`config.mk`:
```
export PLATFORM = sky130hd
export DESIGN_NAME = usdp_datapath
export DESIGN_NICKNAME = d
export VERILOG_FILES = /design/src/pkg/usdp_pkg.sv /design/src/hw/usdp_sync3.sv /design/src/hw/usdp_datapath.sv
export SDC_FILE = /design/constraint.sdc
export NUM_CORES = 1
export LEC_CHECK = 0
export BUFFER_PORTS_ARGS = -buffer_cell sky130_fd_sc_hd__buf_2
export CAP_MARGIN = 20
export CELL_PAD_IN_SITES_DETAIL_PLACEMENT = 2
export CELL_PAD_IN_SITES_GLOBAL_PLACEMENT = 2
export CORE_UTILIZATION = 35
export CTS_BUF_LIST = sky130_fd_sc_hd__clkbuf_8
export DETAILED_ROUTE_END_ITERATION = 12
export PLACE_DENSITY = 0.89
export SETUP_SLACK_MARGIN = 0.05
export SLEW_MARGIN = 20
export SYNTH_ARGS = -nofsm -noshare
export SYNTH_HDL_FRONTEND = slang
export SYNTH_SLANG_ARGS = --single-unit
```
`constraint.sdc`:
```
create_clock -name sys_clk -period 6.6 [get_ports sys_clk]
set_clock_uncertainty 0.2 [all_clocks]
set_input_delay 0.33 -clock sys_clk [delete_from_list [all_inputs] [get_ports sys_clk]]
set_output_delay 0.33 -clock sys_clk [all_outputs]
set_load 0.01 [all_outputs]
```
`src/pkg/usdp_pkg.sv`:
```
package usdp_pkg;
    // ************************************************************
    // register map, byte addresses on the apb bus
    // ************************************************************
    localparam int ADDR_W = 5;
    localparam logic [ADDR_W-1:0] ADDR_DATA = 5'h00;
    localparam logic [ADDR_W-1:0] ADDR_STATA = 5'h04;
    localparam logic [ADDR_W-1:0] ADDR_CTRLB = 5'h08;
    localparam logic [ADDR_W-1:0] ADDR_CTRLC = 5'h0c;
    localparam logic [ADDR_W-1:0] ADDR_BAUD = 5'h10;

    // status register a fields
    localparam int STA_DOUBLE = 0;
    localparam int STA_EMPTY = 5;
    localparam int STA_DONE = 6;
    localparam int STA_RXFULL = 7;
    // control register b fields
    localparam int CTB_TX9 = 0;
    localparam int CTB_RX9 = 1;
    localparam int CTB_SIZE2 = 2;
    localparam int CTB_TRANSMIT_ENABLE = 3;
    localparam int CTB_RECEIVE_ENABLE = 4;
    localparam int CTB_EMPTYIE = 5;
    localparam int CTB_DONEIE = 6;
    // control register c fields
    localparam int CTC_POL = 0;
    localparam int CTC_SIZE_LO = 1;
    localparam int CTC_STOP2 = 3;
    localparam int CTC_PAR_LO = 4;
    localparam int CTC_SYNC = 6;
    localparam int CTC_MASTER = 7;

    // ************************************************************
    // widths, codes and timing counts
    // ************************************************************
    localparam int BAUD_W = 12;
    localparam int DATA_W = 9;
    localparam int FRAME_W = 13;
    localparam logic [4:0] OSC_NORMAL = 5'h10;
    localparam logic [4:0] OSC_DOUBLE = 5'h08;
    localparam logic [2:0] SIZE_NINE = 3'h7;
    localparam logic [2:0] SIZE_EIGHT = 3'h3;
    localparam logic [3:0] BITS_MIN = 4'h5;
    localparam logic [3:0] BITS_EIGHT = 4'h8;
    localparam logic [3:0] BITS_NINE = 4'h9;

    typedef struct packed {
        logic [2:0] sizeCode;
        logic [1:0] parityMode;
        logic twoStop;
        logic syncMode;
        logic xckMaster;
        logic clkPol;
    } usdp_cfg_t;

    typedef enum {TX_IDLE, TX_SHIFT} usdp_tx_state_t;
    typedef enum {RX_IDLE, RX_START, RX_DATA} usdp_rx_state_t;

    // number of data bits for a character size code
    function automatic logic [3:0] usdp_data_bits(input logic [2:0] code);
        if (code == SIZE_NINE) begin
            return BITS_NINE;
        end else if (code > SIZE_EIGHT) begin
            return BITS_EIGHT;
        end
        return BITS_MIN + {1'b0, code};
    endfunction
endpackage

```
`src/hw/usdp_sync3.sv`:
```
// three-stage pin synchroniser; level moves only when stages two and three agree
module usdp_sync3 (
    input wire logic sys_clk,
    input wire logic reset,
    input wire logic pin,
    output logic level,
    output logic rise,
    output logic fall
);
    logic stage1;
    logic stage2;
    logic stage3;

    // stage1 feeds stage2 only, keeping metastability off the decision logic
    always_ff @(posedge sys_clk) begin
        if (reset) begin
            stage1 <= 1'b1;
            stage2 <= 1'b1;
            stage3 <= 1'b1;
            level <= 1'b1;
        end else begin
            stage1 <= pin;
            stage2 <= stage1;
            stage3 <= stage2;
            if (stage2 == stage3) begin
                level <= stage3;
            end
        end
    end

    // edges of the filtered level, one cycle each
    assign rise = (stage2 == stage3) && stage3 && !level;
    assign fall = (stage2 == stage3) && !stage3 && level;
endmodule

```
`src/hw/usdp_datapath.sv`:
```
import usdp_pkg::*;

// Overview of operation
// - tx enable takes output pin for transmitter
// - sync mode: transmitter times bits by clock pin
// - data register write loads buffer, starts send
// - buffer moves to idle or finishing shifter
// - narrow characters drop upper written bits
// - empty flag high exactly while buffer empty
// - data register write clears empty flag
// - empty interrupt requested while flag set
// - complete flag set when frame out, buffer empty
// - complete flag cleared by service or one-write
// - complete interrupt raised when flag sets
// - parity bit after data, before stop
// - disable waits for buffer and shifter empty
// - rx enable takes input pin for receiver
// - sync mode: receiver clocked by clock pin
// - start bit begins frame, bits sampled in
// - second stop bit ignored by receiver
// - first stop bit moves frame to buffer
// - narrow characters read with zero upper bits
// - start low, data lsb first, parity, stops high
// - parity is xor of data, inverted odd
// - async divider sixteen, eight double speed
// - receive flag high while buffer unread
module usdp_datapath (
    input wire logic sys_clk,
    input wire logic reset,
    input wire logic psel,
    input wire logic penable,
    input wire logic pwrite,
    input wire logic [usdp_pkg::ADDR_W-1:0] paddr,
    input wire logic [31:0] pwdata,
    output logic [31:0] prdata,
    output logic pready,
    output logic pslverr,
    output logic serialOutputPin,
    output logic serialOutputPinOeN,
    input wire logic serialInputPin,
    output logic serialInputOwned,
    input wire logic serialClockPinIn,
    output logic serialClockPinOut,
    output logic serialClockPinOeN,
    input wire logic completeIrqAck,
    output logic emptyIrq,
    output logic completeIrq
);
    import usdp_pkg::*;

    // ************************************************************
    // registers and flags
    // ************************************************************
    usdp_cfg_t cfg;
    logic [BAUD_W-1:0] baudDiv;
    logic doubleSpeed, txEnable, rxEnable, emptyIe, completeIe, ninthTx;
    logic txBufFull, txDoneFlag, rxFull, txEnEff, xckLevel;
    logic [DATA_W-1:0] txBuf, rxBuf;
    usdp_tx_state_t txState;
    usdp_rx_state_t rxState;
    logic [FRAME_W-1:0] txShift;
    logic [3:0] txLeft, rxCnt;
    logic [4:0] txOsc, rxOsc;
    logic [BAUD_W-1:0] baudCnt;
    logic [DATA_W-1:0] rxData;

    // ************************************************************
    // apb decode, zero wait states
    // ************************************************************
    wire xfer = psel && penable;
    wire wrData = xfer && pwrite && (paddr == ADDR_DATA);
    wire wrStatA = xfer && pwrite && (paddr == ADDR_STATA);
    wire wrCtrlB = xfer && pwrite && (paddr == ADDR_CTRLB);
    wire wrCtrlC = xfer && pwrite && (paddr == ADDR_CTRLC);
    wire wrBaud = xfer && pwrite && (paddr == ADDR_BAUD);
    wire rdData = xfer && !pwrite && (paddr == ADDR_DATA);
    wire mapped = (paddr == ADDR_DATA) || (paddr == ADDR_STATA) || (paddr == ADDR_CTRLB)
        || (paddr == ADDR_CTRLC) || (paddr == ADDR_BAUD);
    assign pready = 1'b1;

    // ************************************************************
    // clocking: baud divider, oversampling and clock pin
    // ************************************************************
    logic xckRise, xckFall;
    usdp_sync3 xckSync (
        .sys_clk(sys_clk),
        .reset(reset),
        .pin(serialClockPinIn),
        .level(),
        .rise(xckRise),
        .fall(xckFall)
    );
    wire baudTick = (baudCnt == baudDiv);
    wire [4:0] oscLen = doubleSpeed ? OSC_DOUBLE : OSC_NORMAL;
    wire [4:0] oscHalf = oscLen >> 1;
    wire masterMode = cfg.syncMode && cfg.xckMaster;
    wire edgeRise = masterMode ? (baudTick && !xckLevel) : xckRise;
    wire edgeFall = masterMode ? (baudTick && xckLevel) : xckFall;
    // polarity picks which edge moves data and which samples it
    wire changeEdge = cfg.clkPol ? edgeFall : edgeRise;
    wire sampleEdge = cfg.clkPol ? edgeRise : edgeFall;

    // divider runs free; the master clock pin toggles every tick
    always_ff @(posedge sys_clk) begin
        if (reset) begin
            baudCnt <= '0;
            xckLevel <= 1'b0;
        end else begin
            baudCnt <= baudTick ? '0 : baudCnt + 1'b1;
            if (baudTick && masterMode) begin
                xckLevel <= !xckLevel;
            end
        end
    end
    assign serialClockPinOut = xckLevel;
    assign serialClockPinOeN = !(masterMode && (txEnEff || rxEnable));

    // ************************************************************
    // transmit frame assembly
    // ************************************************************
    wire [3:0] nBits = usdp_data_bits(cfg.sizeCode);
    wire parityOn = cfg.parityMode[1];
    logic [DATA_W-1:0] txMasked;
    logic [FRAME_W-1:0] frameBits;
    logic txParity;
    always_comb begin
        for (int i = 0; i < DATA_W; i++) begin
            txMasked[i] = (i < nBits) ? txBuf[i] : 1'b0;
        end
        txParity = (^txMasked) ^ cfg.parityMode[0];
        frameBits = '1;
        frameBits[0] = 1'b0;
        for (int i = 0; i < DATA_W; i++) begin
            if (i < nBits) begin
                frameBits[i+1] = txMasked[i];
            end
        end
        if (parityOn) begin
            frameBits[nBits+4'h1] = txParity;
        end
    end
    wire [3:0] frameLen = 4'h2 + nBits + {3'h0, parityOn} + {3'h0, cfg.twoStop};

    // ************************************************************
    // transmit shifter
    // ************************************************************
    wire txBitTick = cfg.syncMode ? changeEdge : (baudTick && (txOsc == oscLen - 5'h1));
    wire lastBit = (txState == TX_SHIFT) && txBitTick && (txLeft == 4'h1);
    // idle shifter, or straight after the final stop bit
    wire txLoad = txEnEff && txBufFull && ((txState == TX_IDLE) || lastBit);
    wire txDoneSet = lastBit && !txBufFull;

    always_ff @(posedge sys_clk) begin
        if (reset) begin
            txState <= TX_IDLE;
            txShift <= '1;
            txLeft <= '0;
            txOsc <= '0;
        end else if (txLoad) begin
            txState <= TX_SHIFT;
            txShift <= frameBits;
            txLeft <= frameLen;
            txOsc <= '0;
        end else if (txState == TX_SHIFT) begin
            if (baudTick) begin
                txOsc <= (txOsc == oscLen - 5'h1) ? '0 : txOsc + 5'h1;
            end
            if (txBitTick) begin
                txShift <= {1'b1, txShift[FRAME_W-1:1]};
                txLeft <= txLeft - 4'h1;
                if (txLeft == 4'h1) begin
                    txState <= TX_IDLE;
                end
            end
        end
    end

    // output owned until the last pending bit has left
    always_ff @(posedge sys_clk) begin
        if (reset) begin
            txEnEff <= 1'b0;
        end else if (txEnable) begin
            txEnEff <= 1'b1;
        end else if (!txBufFull && (txState == TX_IDLE)) begin
            txEnEff <= 1'b0;
        end
    end
    assign serialOutputPin = (txState == TX_SHIFT) ? txShift[0] : 1'b1;
    assign serialOutputPinOeN = !txEnEff;

    // ************************************************************
    // receive path
    // ************************************************************
    logic rxLevel;
    usdp_sync3 rxSync (
        .sys_clk(sys_clk),
        .reset(reset),
        .pin(serialInputPin),
        .level(rxLevel),
        .rise(),
        .fall()
    );
    assign serialInputOwned = rxEnable;
    wire rxSampleTick = cfg.syncMode ? sampleEdge : (baudTick && (rxOsc == oscLen - 5'h1));
    wire [3:0] rxLast = nBits + {3'h0, parityOn};
    wire rxFrameDone = (rxState == RX_DATA) && rxSampleTick && (rxCnt == rxLast);

    // receiver returns to idle after the first stop bit, so a second one is just idle line
    always_ff @(posedge sys_clk) begin
        if (reset || !rxEnable) begin
            rxState <= RX_IDLE;
            rxOsc <= '0;
            rxCnt <= '0;
            rxData <= '0;
        end else begin
            case (rxState)
                RX_IDLE: begin
                    rxOsc <= '0;
                    rxCnt <= '0;
                    rxData <= '0;
                    if (!rxLevel && cfg.syncMode && sampleEdge) begin
                        rxState <= RX_DATA;
                    end else if (!rxLevel && !cfg.syncMode) begin
                        rxState <= RX_START;
                    end
                end
                RX_START: begin
                    if (baudTick) begin
                        rxOsc <= rxOsc + 5'h1;
                        if (rxOsc == oscHalf - 5'h1) begin
                            rxOsc <= '0;
                            // a start bit gone high by mid-bit was a glitch
                            rxState <= rxLevel ? RX_IDLE : RX_DATA;
                        end
                    end
                end
                RX_DATA: begin
                    if (baudTick) begin
                        rxOsc <= (rxOsc == oscLen - 5'h1) ? '0 : rxOsc + 5'h1;
                    end
                    if (rxSampleTick) begin
                        if (rxCnt < nBits) begin
                            rxData[rxCnt] <= rxLevel;
                        end
                        rxCnt <= rxCnt + 4'h1;
                        if (rxCnt == rxLast) begin
                            rxState <= RX_IDLE;
                        end
                    end
                end
                default: rxState <= RX_IDLE;
            endcase
        end
    end

    // single-entry buffer; a new frame overwrites unread data
    always_ff @(posedge sys_clk) begin
        if (reset || !rxEnable) begin
            rxFull <= 1'b0;
            rxBuf <= '0;
        end else if (rxFrameDone) begin
            rxFull <= 1'b1;
            rxBuf <= rxData;
        end else if (rdData) begin
            rxFull <= 1'b0;
        end
    end

    // ************************************************************
    // software registers and transmit flags
    // ************************************************************
    always_ff @(posedge sys_clk) begin
        if (reset) begin
            cfg <= '0;
            baudDiv <= '0;
            doubleSpeed <= 1'b0;
            txEnable <= 1'b0;
            rxEnable <= 1'b0;
            emptyIe <= 1'b0;
            completeIe <= 1'b0;
            ninthTx <= 1'b0;
            txBuf <= '0;
        end else begin
            if (wrStatA) begin
                doubleSpeed <= pwdata[STA_DOUBLE];
            end
            if (wrCtrlB) begin
                ninthTx <= pwdata[CTB_TX9];
                cfg.sizeCode[2] <= pwdata[CTB_SIZE2];
                txEnable <= pwdata[CTB_TRANSMIT_ENABLE];
                rxEnable <= pwdata[CTB_RECEIVE_ENABLE];
                emptyIe <= pwdata[CTB_EMPTYIE];
                completeIe <= pwdata[CTB_DONEIE];
            end
            if (wrCtrlC) begin
                cfg.clkPol <= pwdata[CTC_POL];
                cfg.sizeCode[1:0] <= pwdata[CTC_SIZE_LO +: 2];
                cfg.twoStop <= pwdata[CTC_STOP2];
                cfg.parityMode <= pwdata[CTC_PAR_LO +: 2];
                cfg.syncMode <= pwdata[CTC_SYNC];
                cfg.xckMaster <= pwdata[CTC_MASTER];
            end
            if (wrBaud) begin
                baudDiv <= pwdata[BAUD_W-1:0];
            end
            if (wrData) begin
                txBuf <= {ninthTx, pwdata[7:0]};
            end
        end
    end

    // buffer state: a write beats a same-cycle handoff; done flag set beats its clear
    always_ff @(posedge sys_clk) begin
        if (reset) begin
            txBufFull <= 1'b0;
            txDoneFlag <= 1'b0;
        end else begin
            if (wrData) begin
                txBufFull <= 1'b1;
            end else if (txLoad) begin
                txBufFull <= 1'b0;
            end
            if (txDoneSet) begin
                txDoneFlag <= 1'b1;
            end else if (completeIrqAck || (wrStatA && pwdata[STA_DONE])) begin
                txDoneFlag <= 1'b0;
            end
        end
    end
    wire emptyFlag = !txBufFull;
    assign emptyIrq = emptyIe && emptyFlag;
    assign completeIrq = completeIe && txDoneFlag;

    // ************************************************************
    // read data, registered in the setup phase
    // ************************************************************
    logic [31:0] readMux;
    always_comb begin
        readMux = '0;
        if (paddr == ADDR_DATA) begin
            readMux[DATA_W-2:0] = rxBuf[DATA_W-2:0];
        end else if (paddr == ADDR_STATA) begin
            readMux[STA_DOUBLE] = doubleSpeed;
            readMux[STA_EMPTY] = emptyFlag;
            readMux[STA_DONE] = txDoneFlag;
            readMux[STA_RXFULL] = rxFull;
        end else if (paddr == ADDR_CTRLB) begin
            readMux[CTB_TX9] = ninthTx;
            readMux[CTB_RX9] = rxBuf[DATA_W-1];
            readMux[CTB_SIZE2] = cfg.sizeCode[2];
            readMux[CTB_TRANSMIT_ENABLE] = txEnable;
            readMux[CTB_RECEIVE_ENABLE] = rxEnable;
            readMux[CTB_EMPTYIE] = emptyIe;
            readMux[CTB_DONEIE] = completeIe;
        end else if (paddr == ADDR_CTRLC) begin
            readMux[CTC_POL] = cfg.clkPol;
            readMux[CTC_SIZE_LO +: 2] = cfg.sizeCode[1:0];
            readMux[CTC_STOP2] = cfg.twoStop;
            readMux[CTC_PAR_LO +: 2] = cfg.parityMode;
            readMux[CTC_SYNC] = cfg.syncMode;
            readMux[CTC_MASTER] = cfg.xckMaster;
        end else if (paddr == ADDR_BAUD) begin
            readMux[BAUD_W-1:0] = baudDiv;
        end
    end

    always_ff @(posedge sys_clk) begin
        if (reset) begin
            prdata <= '0;
            pslverr <= 1'b0;
        end else if (psel && !penable) begin
            prdata <= pwrite ? '0 : readMux;
            pslverr <= !mapped;
        end
    end

    // ************************************************************
    // checks
    // ************************************************************
    a_write_clears_empty: assert property (@(posedge sys_clk) disable iff (reset)
        wrData |=> !emptyFlag) else $error("empty flag still set after data write");
    a_empty_irq_level: assert property (@(posedge sys_clk) disable iff (reset)
        (emptyIe && !txBufFull && !wrData && !wrCtrlB) |=> emptyIrq) else $error("empty request dropped");
    a_done_flag_set: assert property (@(posedge sys_clk) disable iff (reset)
        (lastBit && !txBufFull) |=> txDoneFlag) else $error("complete flag not set");
    a_done_flag_clear: assert property (@(posedge sys_clk) disable iff (reset)
        (completeIrqAck && !txDoneSet) |=> !txDoneFlag) else $error("complete flag not cleared");
    a_done_irq_raise: assert property (@(posedge sys_clk) disable iff (reset)
        ($rose(txDoneFlag) && completeIe) |-> completeIrq) else $error("complete request missing");
    a_start_bit_low: assert property (@(posedge sys_clk) disable iff (reset)
        txLoad |=> (!serialOutputPin && !serialOutputPinOeN)) else $error("start bit not low");
    a_idle_line_high: assert property (@(posedge sys_clk) disable iff (reset)
        (txState == TX_IDLE) |-> serialOutputPin) else $error("idle line not high");
    a_disable_holds_pin: assert property (@(posedge sys_clk) disable iff (reset)
        (txEnEff && (txBufFull || txState == TX_SHIFT)) |=> !serialOutputPinOeN)
        else $error("output released with data pending");
    a_rx_flush: assert property (@(posedge sys_clk) disable iff (reset)
        !rxEnable |=> !rxFull) else $error("receive flag kept while disabled");
    a_frame_to_buffer: assert property (@(posedge sys_clk) disable iff (reset)
        (rxFrameDone && rxEnable) |=> (rxFull && rxBuf == $past(rxData)))
        else $error("frame not moved to buffer");
endmodule

```
==> Word-level counts from Yosys, hierarchy flattened <==
Cells that the tools add are included.
{ "totals": {"ff_bits": 176, "in_bits": 45, "out_inout_bits": 41, "wordCells": 258} }
{ "classes": {"add_sub_neg": 13, "order_cmp": 15, "eq_ne": 23, "muxes": 87, "bitwise_logic": 1, "n_reduce_logical": 79} }
{ "ops": {"columns": ["operator", "n"], "rows": [
  ["32-bit 2-to-1 mux", 6],
  ["32-bit one-hot mux with 3 select lines", 1],
  ["32-bit logical NOT", 2],
  ["13-bit 2-to-1 mux", 4],
  ["4-bit 2-to-1 mux", 11],
  ["1-bit 2-to-1 mux", 42],
  ["1-bit logical AND", 37],
  ["5-bit 2-to-1 mux", 7],
  ["32-bit by 1-bit equality test with 1-bit output (second input constant)", 1],
  ["32-bit by 2-bit equality test with 1-bit output (second input constant)", 1],
  ["32-bit by 3-bit equality test with 1-bit output (second input constant)", 1],
  ["12-bit 2-to-1 mux", 2],
  ["9-bit 2-to-1 mux", 2],
  ["9-bit one-hot mux with 2 select lines", 1],
  ["3-bit by 4-bit less-than comparator with 1-bit output (first input constant)", 4],
  ["8-bit 2-to-1 mux", 2],
  ["2-bit nonzero test", 8],
  ["5-bit equality test", 3],
  ["5-bit one-hot mux with 3 select lines", 1],
  ["13-bit bitwise mux", 1],
  ["12-bit by 1-bit adder with 12-bit output (second input constant)", 1],
  ["4-bit by 1-bit adder with 4-bit output", 3],
  ["12-bit equality test", 1],
  ["1-bit logical NOT", 12],
  ["38 further kinds", 64]
]} }

==> Depth between registers and ports, before layout <==
{ "depth": {"word_depth": 12, "mapped_depth": 12, "mapped_depth_nobuf": 12} }

==> Hierarchy <==
From an unflattened synthesis, not the netlist that was laid out.
{ "unflattened": {"hier_cells": 811, "area_unflattened_um2": 6590.1} }
{ "by_module_without_submodules": {"columns": ["module", "instances", "cells_each", "area_each_um2", "seq_area_each_um2"], "rows": [
  ["usdp_datapath", 1, 779, 6267.3, 2362.3],
  ["usdp_sync3", 2, 16, 161.4, 80.1]
]} }

==> Least setup slack after synthesis <==
OpenSTA, ideal clock, no wires.
{ "synth_timing": {"path_type": "register to register", "start": "register cfg[7] (netlist bit)", "end": "register rxData[1]", "setup_time_ps": 127, "t_arrival_ps": 2584, "required_time_ps": 6273, "path_slack_ps": 3689, "stages_incl_launch_ff": 11, "path_buffers": 1, "synth_period_minus_slack_ps": 2911, "cell_sequence": "dfxtp_1 ha_1 ha_1 clkbuf_1 nor3_1 inv_1 ha_1 o21a_1 o21ai_1 nand4_1 mux2i_1"} }
{ "synth_via": {"elab_chain_len": 7, "word_cells_on_any_way": 10, "classes_between": "add/sub (1); order compare (2); eq/ne (2); mux (4); reduce/logical (1)"} }
{ "synth_rtl": {"columns": ["item", "line_no", "rtl"], "rows": [
  ["from (decl)", "usdp_datapath.sv:54", "usdp_cfg_t cfg;"],
  ["3-bit by 2-bit > comparator with 1-bit output", "usdp_pkg.sv:63", "end else if (code > SIZE_EIGHT) begin"],
  ["1-bit 2-to-1 mux", "usdp_pkg.sv:63", null],
  ["1-bit 2-to-1 mux", "usdp_pkg.sv:61", "if (code == SIZE_NINE) begin"],
  ["4-bit 2-to-1 mux *", "usdp_pkg.sv:66", "return BITS_MIN + {1'b0, code};"],
  ["4-bit less-than comparator *", "usdp_datapath.sv:242", "if (rxCnt < nBits) begin"],
  ["2-bit != test (no line) *", null, null],
  ["3-bit AND reduction (no line) *", null, null],
  ["to (signal, indexed assignment)", "usdp_datapath.sv:243", "rxData[rxCnt] <= rxLevel;"],
  ["to (decl)", "usdp_datapath.sv:65", "logic [DATA_W-1:0] rxData;"]
]} }
Mark *: on every way between the ends. The rest lies on a longest branch, timed or not.
A chain may end at the register's enable or synchronous reset.

==> Final worst setup path <==
{ "layout_timing": {"start": "register cfg[6] (netlist bit)", "end": "register rxBuf[0]"} }
{ "layout_via": {"elab_chain_len": 7, "word_cells_on_any_way": 10, "classes_between": "add/sub (2); order compare (1); eq/ne (2); mux (4); reduce/logical (1)"} }
{ "layout_rtl": {"columns": ["item", "line_no", "rtl"], "rows": [
  ["3-bit by 2-bit > comparator with 1-bit output", "usdp_pkg.sv:63", null],
  ["1-bit 2-to-1 mux", "usdp_pkg.sv:63", null],
  ["1-bit 2-to-1 mux", "usdp_pkg.sv:61", null],
  ["4-bit 2-to-1 mux *", "usdp_pkg.sv:66", null],
  ["4-bit by 1-bit adder with 4-bit output *", "usdp_datapath.sv:205", "wire [3:0] rxLast = nBits + {3'h0, parityOn};"],
  ["4-bit equality test *", "usdp_datapath.sv:206", "wire rxFrameDone = (rxState == RX_DATA) && rxSampleTick && (rxCnt == rxLast);"],
  ["1-bit logical AND *", "usdp_datapath.sv:206", null],
  ["to (signal assigned)", "usdp_datapath.sv:263", "rxBuf <= rxData;"],
  ["to (decl)", "usdp_datapath.sv:58", "logic [DATA_W-1:0] txBuf, rxBuf;"]
]} }
Marks and branches as above.

==> results list <==
- The run finished, with violations left.
* Failing checks: design-rule violations
- Total I/O pin count: 86
- Once layout is done, the placed cells without fillers occupy between 7000 and 8000 um2.
* Area added between synthesis and finish: 12.2%
* Maximum number of pins on one net before global-route repair: 76
- The H-tree was split into 4 levels.
- Counting the buffers created by CTS gives 17.
- RSZ-0062 raised after global routing: no
- Met3 track demand over resource in global routing: 0.0494
- Setup slack closes at around 2600 ps.
* Buffer count from post-CTS setup fixing: 0
* DRT Wirelength: ~24000 um
- Following the worst setup path forward leads to its endpoint at rxBuf[0]$_SDFFE_PP0P_.
* Total inserted antenna cells: 0
- The number of antenna violations at the first check in global routing came to 0.
* Register bit count reported by yosys: about 130
- After clock tree synthesis, the clock-pin slew on the worst setup and hold paths is about 90 ps.
- Endpoint of the worst register-to-register path: rxBuf[0]$_SDFFE_PP0P_
* CTS Buffer Depth: 2
* Worst Reg-to-Reg Cells: 11
- Clock Root Buffer: clkbuf_8
* Number of inserted filler cells in the final layout: 2028
- The core region is approximately 18000 um2.
- The first global-routing pass estimated ~39000 um of wire.
- In the final timing run, aggregate negative setup slack is 0 ps.
- The number of hold violations in the final report was 0.
- Peak VDD IR: roughly 0.15 mV
* Register area share after synthesis: 0.385
- Number of global-route vias before repair: around 6900
- Total standard cell area after synthesis: between 6000 and 7000 um2
* Critical path startpoint: cfg[6]$_SDFFE_PP0P_
* Fraction of layout cells with a size suffix above 1: 0.107
- Count of different cell masters after synthesis: 66
* Proportion of netlist area held by the largest area contributor: 0.385
- Data on the critical path is required at its endpoint by about 6700 ps.
- Yosys warnings: 0
* Routed wire length per instance: approximately 22 um
- Most utilized layer in the global route result: met2
- Dividing the detail-routed via count by the number of cells gives roughly 5.7.
- By startpoint and endpoint, the worst setup path is classified as reg -> reg.
- Overall overflow remaining after global route: 0
* Tightest Hold Check Type: in -> reg
* DR vias: 6261
- In the synthesized netlist the dominant register cell turns out to be dfxtp_1.
- The pre-antenna-repair detailed-routing pass consisted of 9 iterations.
* RePlAce Congestion: approximately 0.82
- Final number of max-transition violations: 0
- The initial utilization of the core area, before any placement, comes to 0.361.
* Min Clock Period, post-route: 3990 ps
- The analysis attributes to cell leakage a power of 0.00279 uW.
- Of all cell types, the one taking the most synthesized area is dfxtp_1.
- The die covers about 19000 um2.
- Tightest Pin Transition: just under 1000 ps
- After the first detailed-routing iteration, the DRC count stood at 441.
- Summing all placed instances gives a cell area of slightly below 7000 um2.
- Once layout is complete, the utilization of the core stands at 0.405.
- Routing usage on met1: 0.304
* Clock tree sinks: 126
- Of the available clock period, the critical path in the final layout requires 0.604.
* CTS tree: built
- Detailed placement finished with a half-perimeter wire length of 15300 um.
- Dividing the synthesized area by the synthesized cell count gives about 8.0 um2.
* Internal reg-to-reg setup slack: 2610 ps
* Max-Cap Viols: 0
- The worst setup path is captured at a register.
- Clock latency on the worst-skew pair, taken at its later pin, is 470 ps.
* Met2 capacity usage during global routing: 0.459
- Startpoint class of the critical path: register
* Top fanout value on the critical path: 19
* Count of input and output buffers: between 40 and 50
- The worst register-to-register path begins at cfg[6]$_SDFFE_PP0P_.
- Aggregate global-route resource usage: 0.260
- Worst slack at placement: roughly 2700 ps
- The die is about 140 um tall.
* Number of placement rows: around 50
- The cell count after synthesis came out at between 800 and 900.
- Post-cts sizing count: 0
- Headroom to the max-slew limit came out at 0.354.
- Final routed DRC violation total: 4
- Ranked by total cell area, the synthesized netlist is headed by dfxtp_1, nand2_1, a21oi_1, nor2_1, ha_1.
- Power density relative to cell area: about 200 nW/um2
* Share of async-settable or async-resettable flops after synthesis: 0
- Residual antenna-violating net count after detailed routing: 0
- Data arrives at the worst endpoint at about 4100 ps.
* Upper clock frequency limit: about 250 MHz
- Die width: around 140 um
- Yosys mapped a number of flops with a built-in enable equal to 0.
- Setup violations remaining at the end of the flow were counted as 0.
* Count of nets after finishing: 930
[sequential cells by signal (all words and copies together), names as in the netlist, 2 cells and up]
signal,count
baudDiv,12
rxCnt,4
txOsc,5
txLeft,4
rxState,2
txBuf,9
txShift,13
cfg,9
prdata,12
rxOsc,5
rxBuf,9
rxData,9
baudCnt,12
[stage by stage]
stage          power (uW)  std cells  hold slack, ps
6_report             1460       1104            77.0
3_5_place_dp          835       1057             207
4_1_cts              1460       1104            16.0
5_1_grt              1500       1104             108
2_1_floorplan         820        838             189
3_3_place_gp          833       1057             203
[layout by cell type, fill, tap and decap left out, types with 3 or more instances in the layout]
master | synthesis | final
a211oi_1 | 4 | 4
a21oi_1 | 67 | 67
a22oi_1 | 20 | 20
a311oi_1 | 3 | 3
a31oi_1 | 9 | 9
and2_1 | 5 | 5
and3_1 | 12 | 12
buf_2 | 7 | 44
buf_4 | 21 | 4
clkbuf_8 | 0 | 19
clkinv_2 | 0 | 3
clkinvlp_4 | 0 | 8
conb_1 | 2 | 21
dfxtp_1 | 126 | 126
dlygate4sd3_1 | 0 | 15
ha_1 | 22 | 22
inv_1 | 22 | 22
mux2i_1 | 20 | 20
nand2_1 | 125 | 125
nand2b_1 | 9 | 9
nand3_1 | 26 | 26
nand3b_1 | 5 | 5
nand4_1 | 18 | 18
nand4b_1 | 3 | 3
nor2_1 | 79 | 79
nor2b_1 | 14 | 14
nor3_1 | 13 | 13
nor4_1 | 3 | 3
o211ai_1 | 5 | 5
o21a_1 | 3 | 3
o21ai_0 | 30 | 30
o21ai_1 | 14 | 14
o31ai_1 | 4 | 4
or2_2 | 5 | 5
or3_1 | 11 | 11
xnor2_1 | 29 | 29
xor2_1 | 17 | 17
[critical path, stage by stage (launching register included)]
cell and delay [ps]:
dfxtp_1 720, ha_1 340, and2b_1 230, o21ai_0 140
o21ai_0 200, ha_1 280, ha_1 280, xor2_1 140
nor4_1 640, nand2_2 390, nand3_1 210, o21ai_1 80
[per-layer routing]
| metal | vias to the layer above | part of all wire | wire (um) |
|---|---|---|---|
| met2 | 178 | 0.51 | 12300 |
| met5 | - | 0 | 0 |
| met1 | 3139 | 0.42 | 10100 |
| li1 | 2878 | - | - |
| met4 | 0 | 0.034 | 840 |
| met3 | 66 | 0.043 | 1060 |
[how the worst min path moves through the flow]
stage                                        start                        to  slack (ps)  depth (start not counted)
final                                       pwrite    prdata[9]$_SDFFE_PP0P_          80                          4
after CTS                                 paddr[4]      pslverr$_SDFFE_PP0P_          20                          3
after global routing                        pwrite   prdata[10]$_SDFFE_PP0P_         110                          4
after global placement    rxSync.stage1$_SDFF_PP1_  rxSync.stage2$_SDFF_PP1_         200                          1
after detailed placement  rxSync.stage1$_SDFF_PP1_  rxSync.stage2$_SDFF_PP1_         210                          1
after floorplan           rxSync.stage1$_SDFF_PP1_  rxSync.stage2$_SDFF_PP1_         190                          1
[cell families after synthesis]
group / after synthesis / synth area share
AOI/OAI and AO/OA: 180 / 0.168
buffers and inverters: 82 / 0.0615
xor gates and xnor gates: 47 / 0.0640
and+or+nand+nor: 338 / 0.243
muxes: 21 / 0.0323
adders and majority gates: 23 / 0.0451
other: 2 / 0.00115
DFF: 126 / 0.385
[Yosys cell counts (all sizes together), types with 9 or more instances]
cell type    n
a21oi       69
a22oi       20
a31oi        9
and3        12
buf         31
clkbuf      27
dfxtp      126
ha          22
inv         23
mux2i       20
nand2      126
nand2b       9
nand3       26
nand4       18
nor2        79
nor2b       14
nor3        13
o21ai       44
or3         12
xnor2       30
xor2        17
[report_power, final]
group,internal [uW],switching [uW],leakage (uW)
Sequential,763,2.84,0.00102
Clock,278,356,0.000158
Combinational,19.1,43.1,0.00161
[repair_timing]
item                       4_1_cts  5_1_grt
hold buffers                    15        0
hold endpoints to repair        24        0
setup endpoints to repair        0        0
[layout make-up]
type / count / area [um2] / area share
timing repair buffer: 63 / 400 / 0.0545
multi-input combinational: 630 / 3700 / 0.503
clock inverter: 13 / 92.6 / 0.0126
clock buffer: 19 / 262 / 0.0356
inverter: 24 / 90.1 / 0.0123
sequential: 126 / 2520 / 0.343
tap: 229 / 287 / 0.0390
Note: power is estimated with default switching activity, not from simulation.
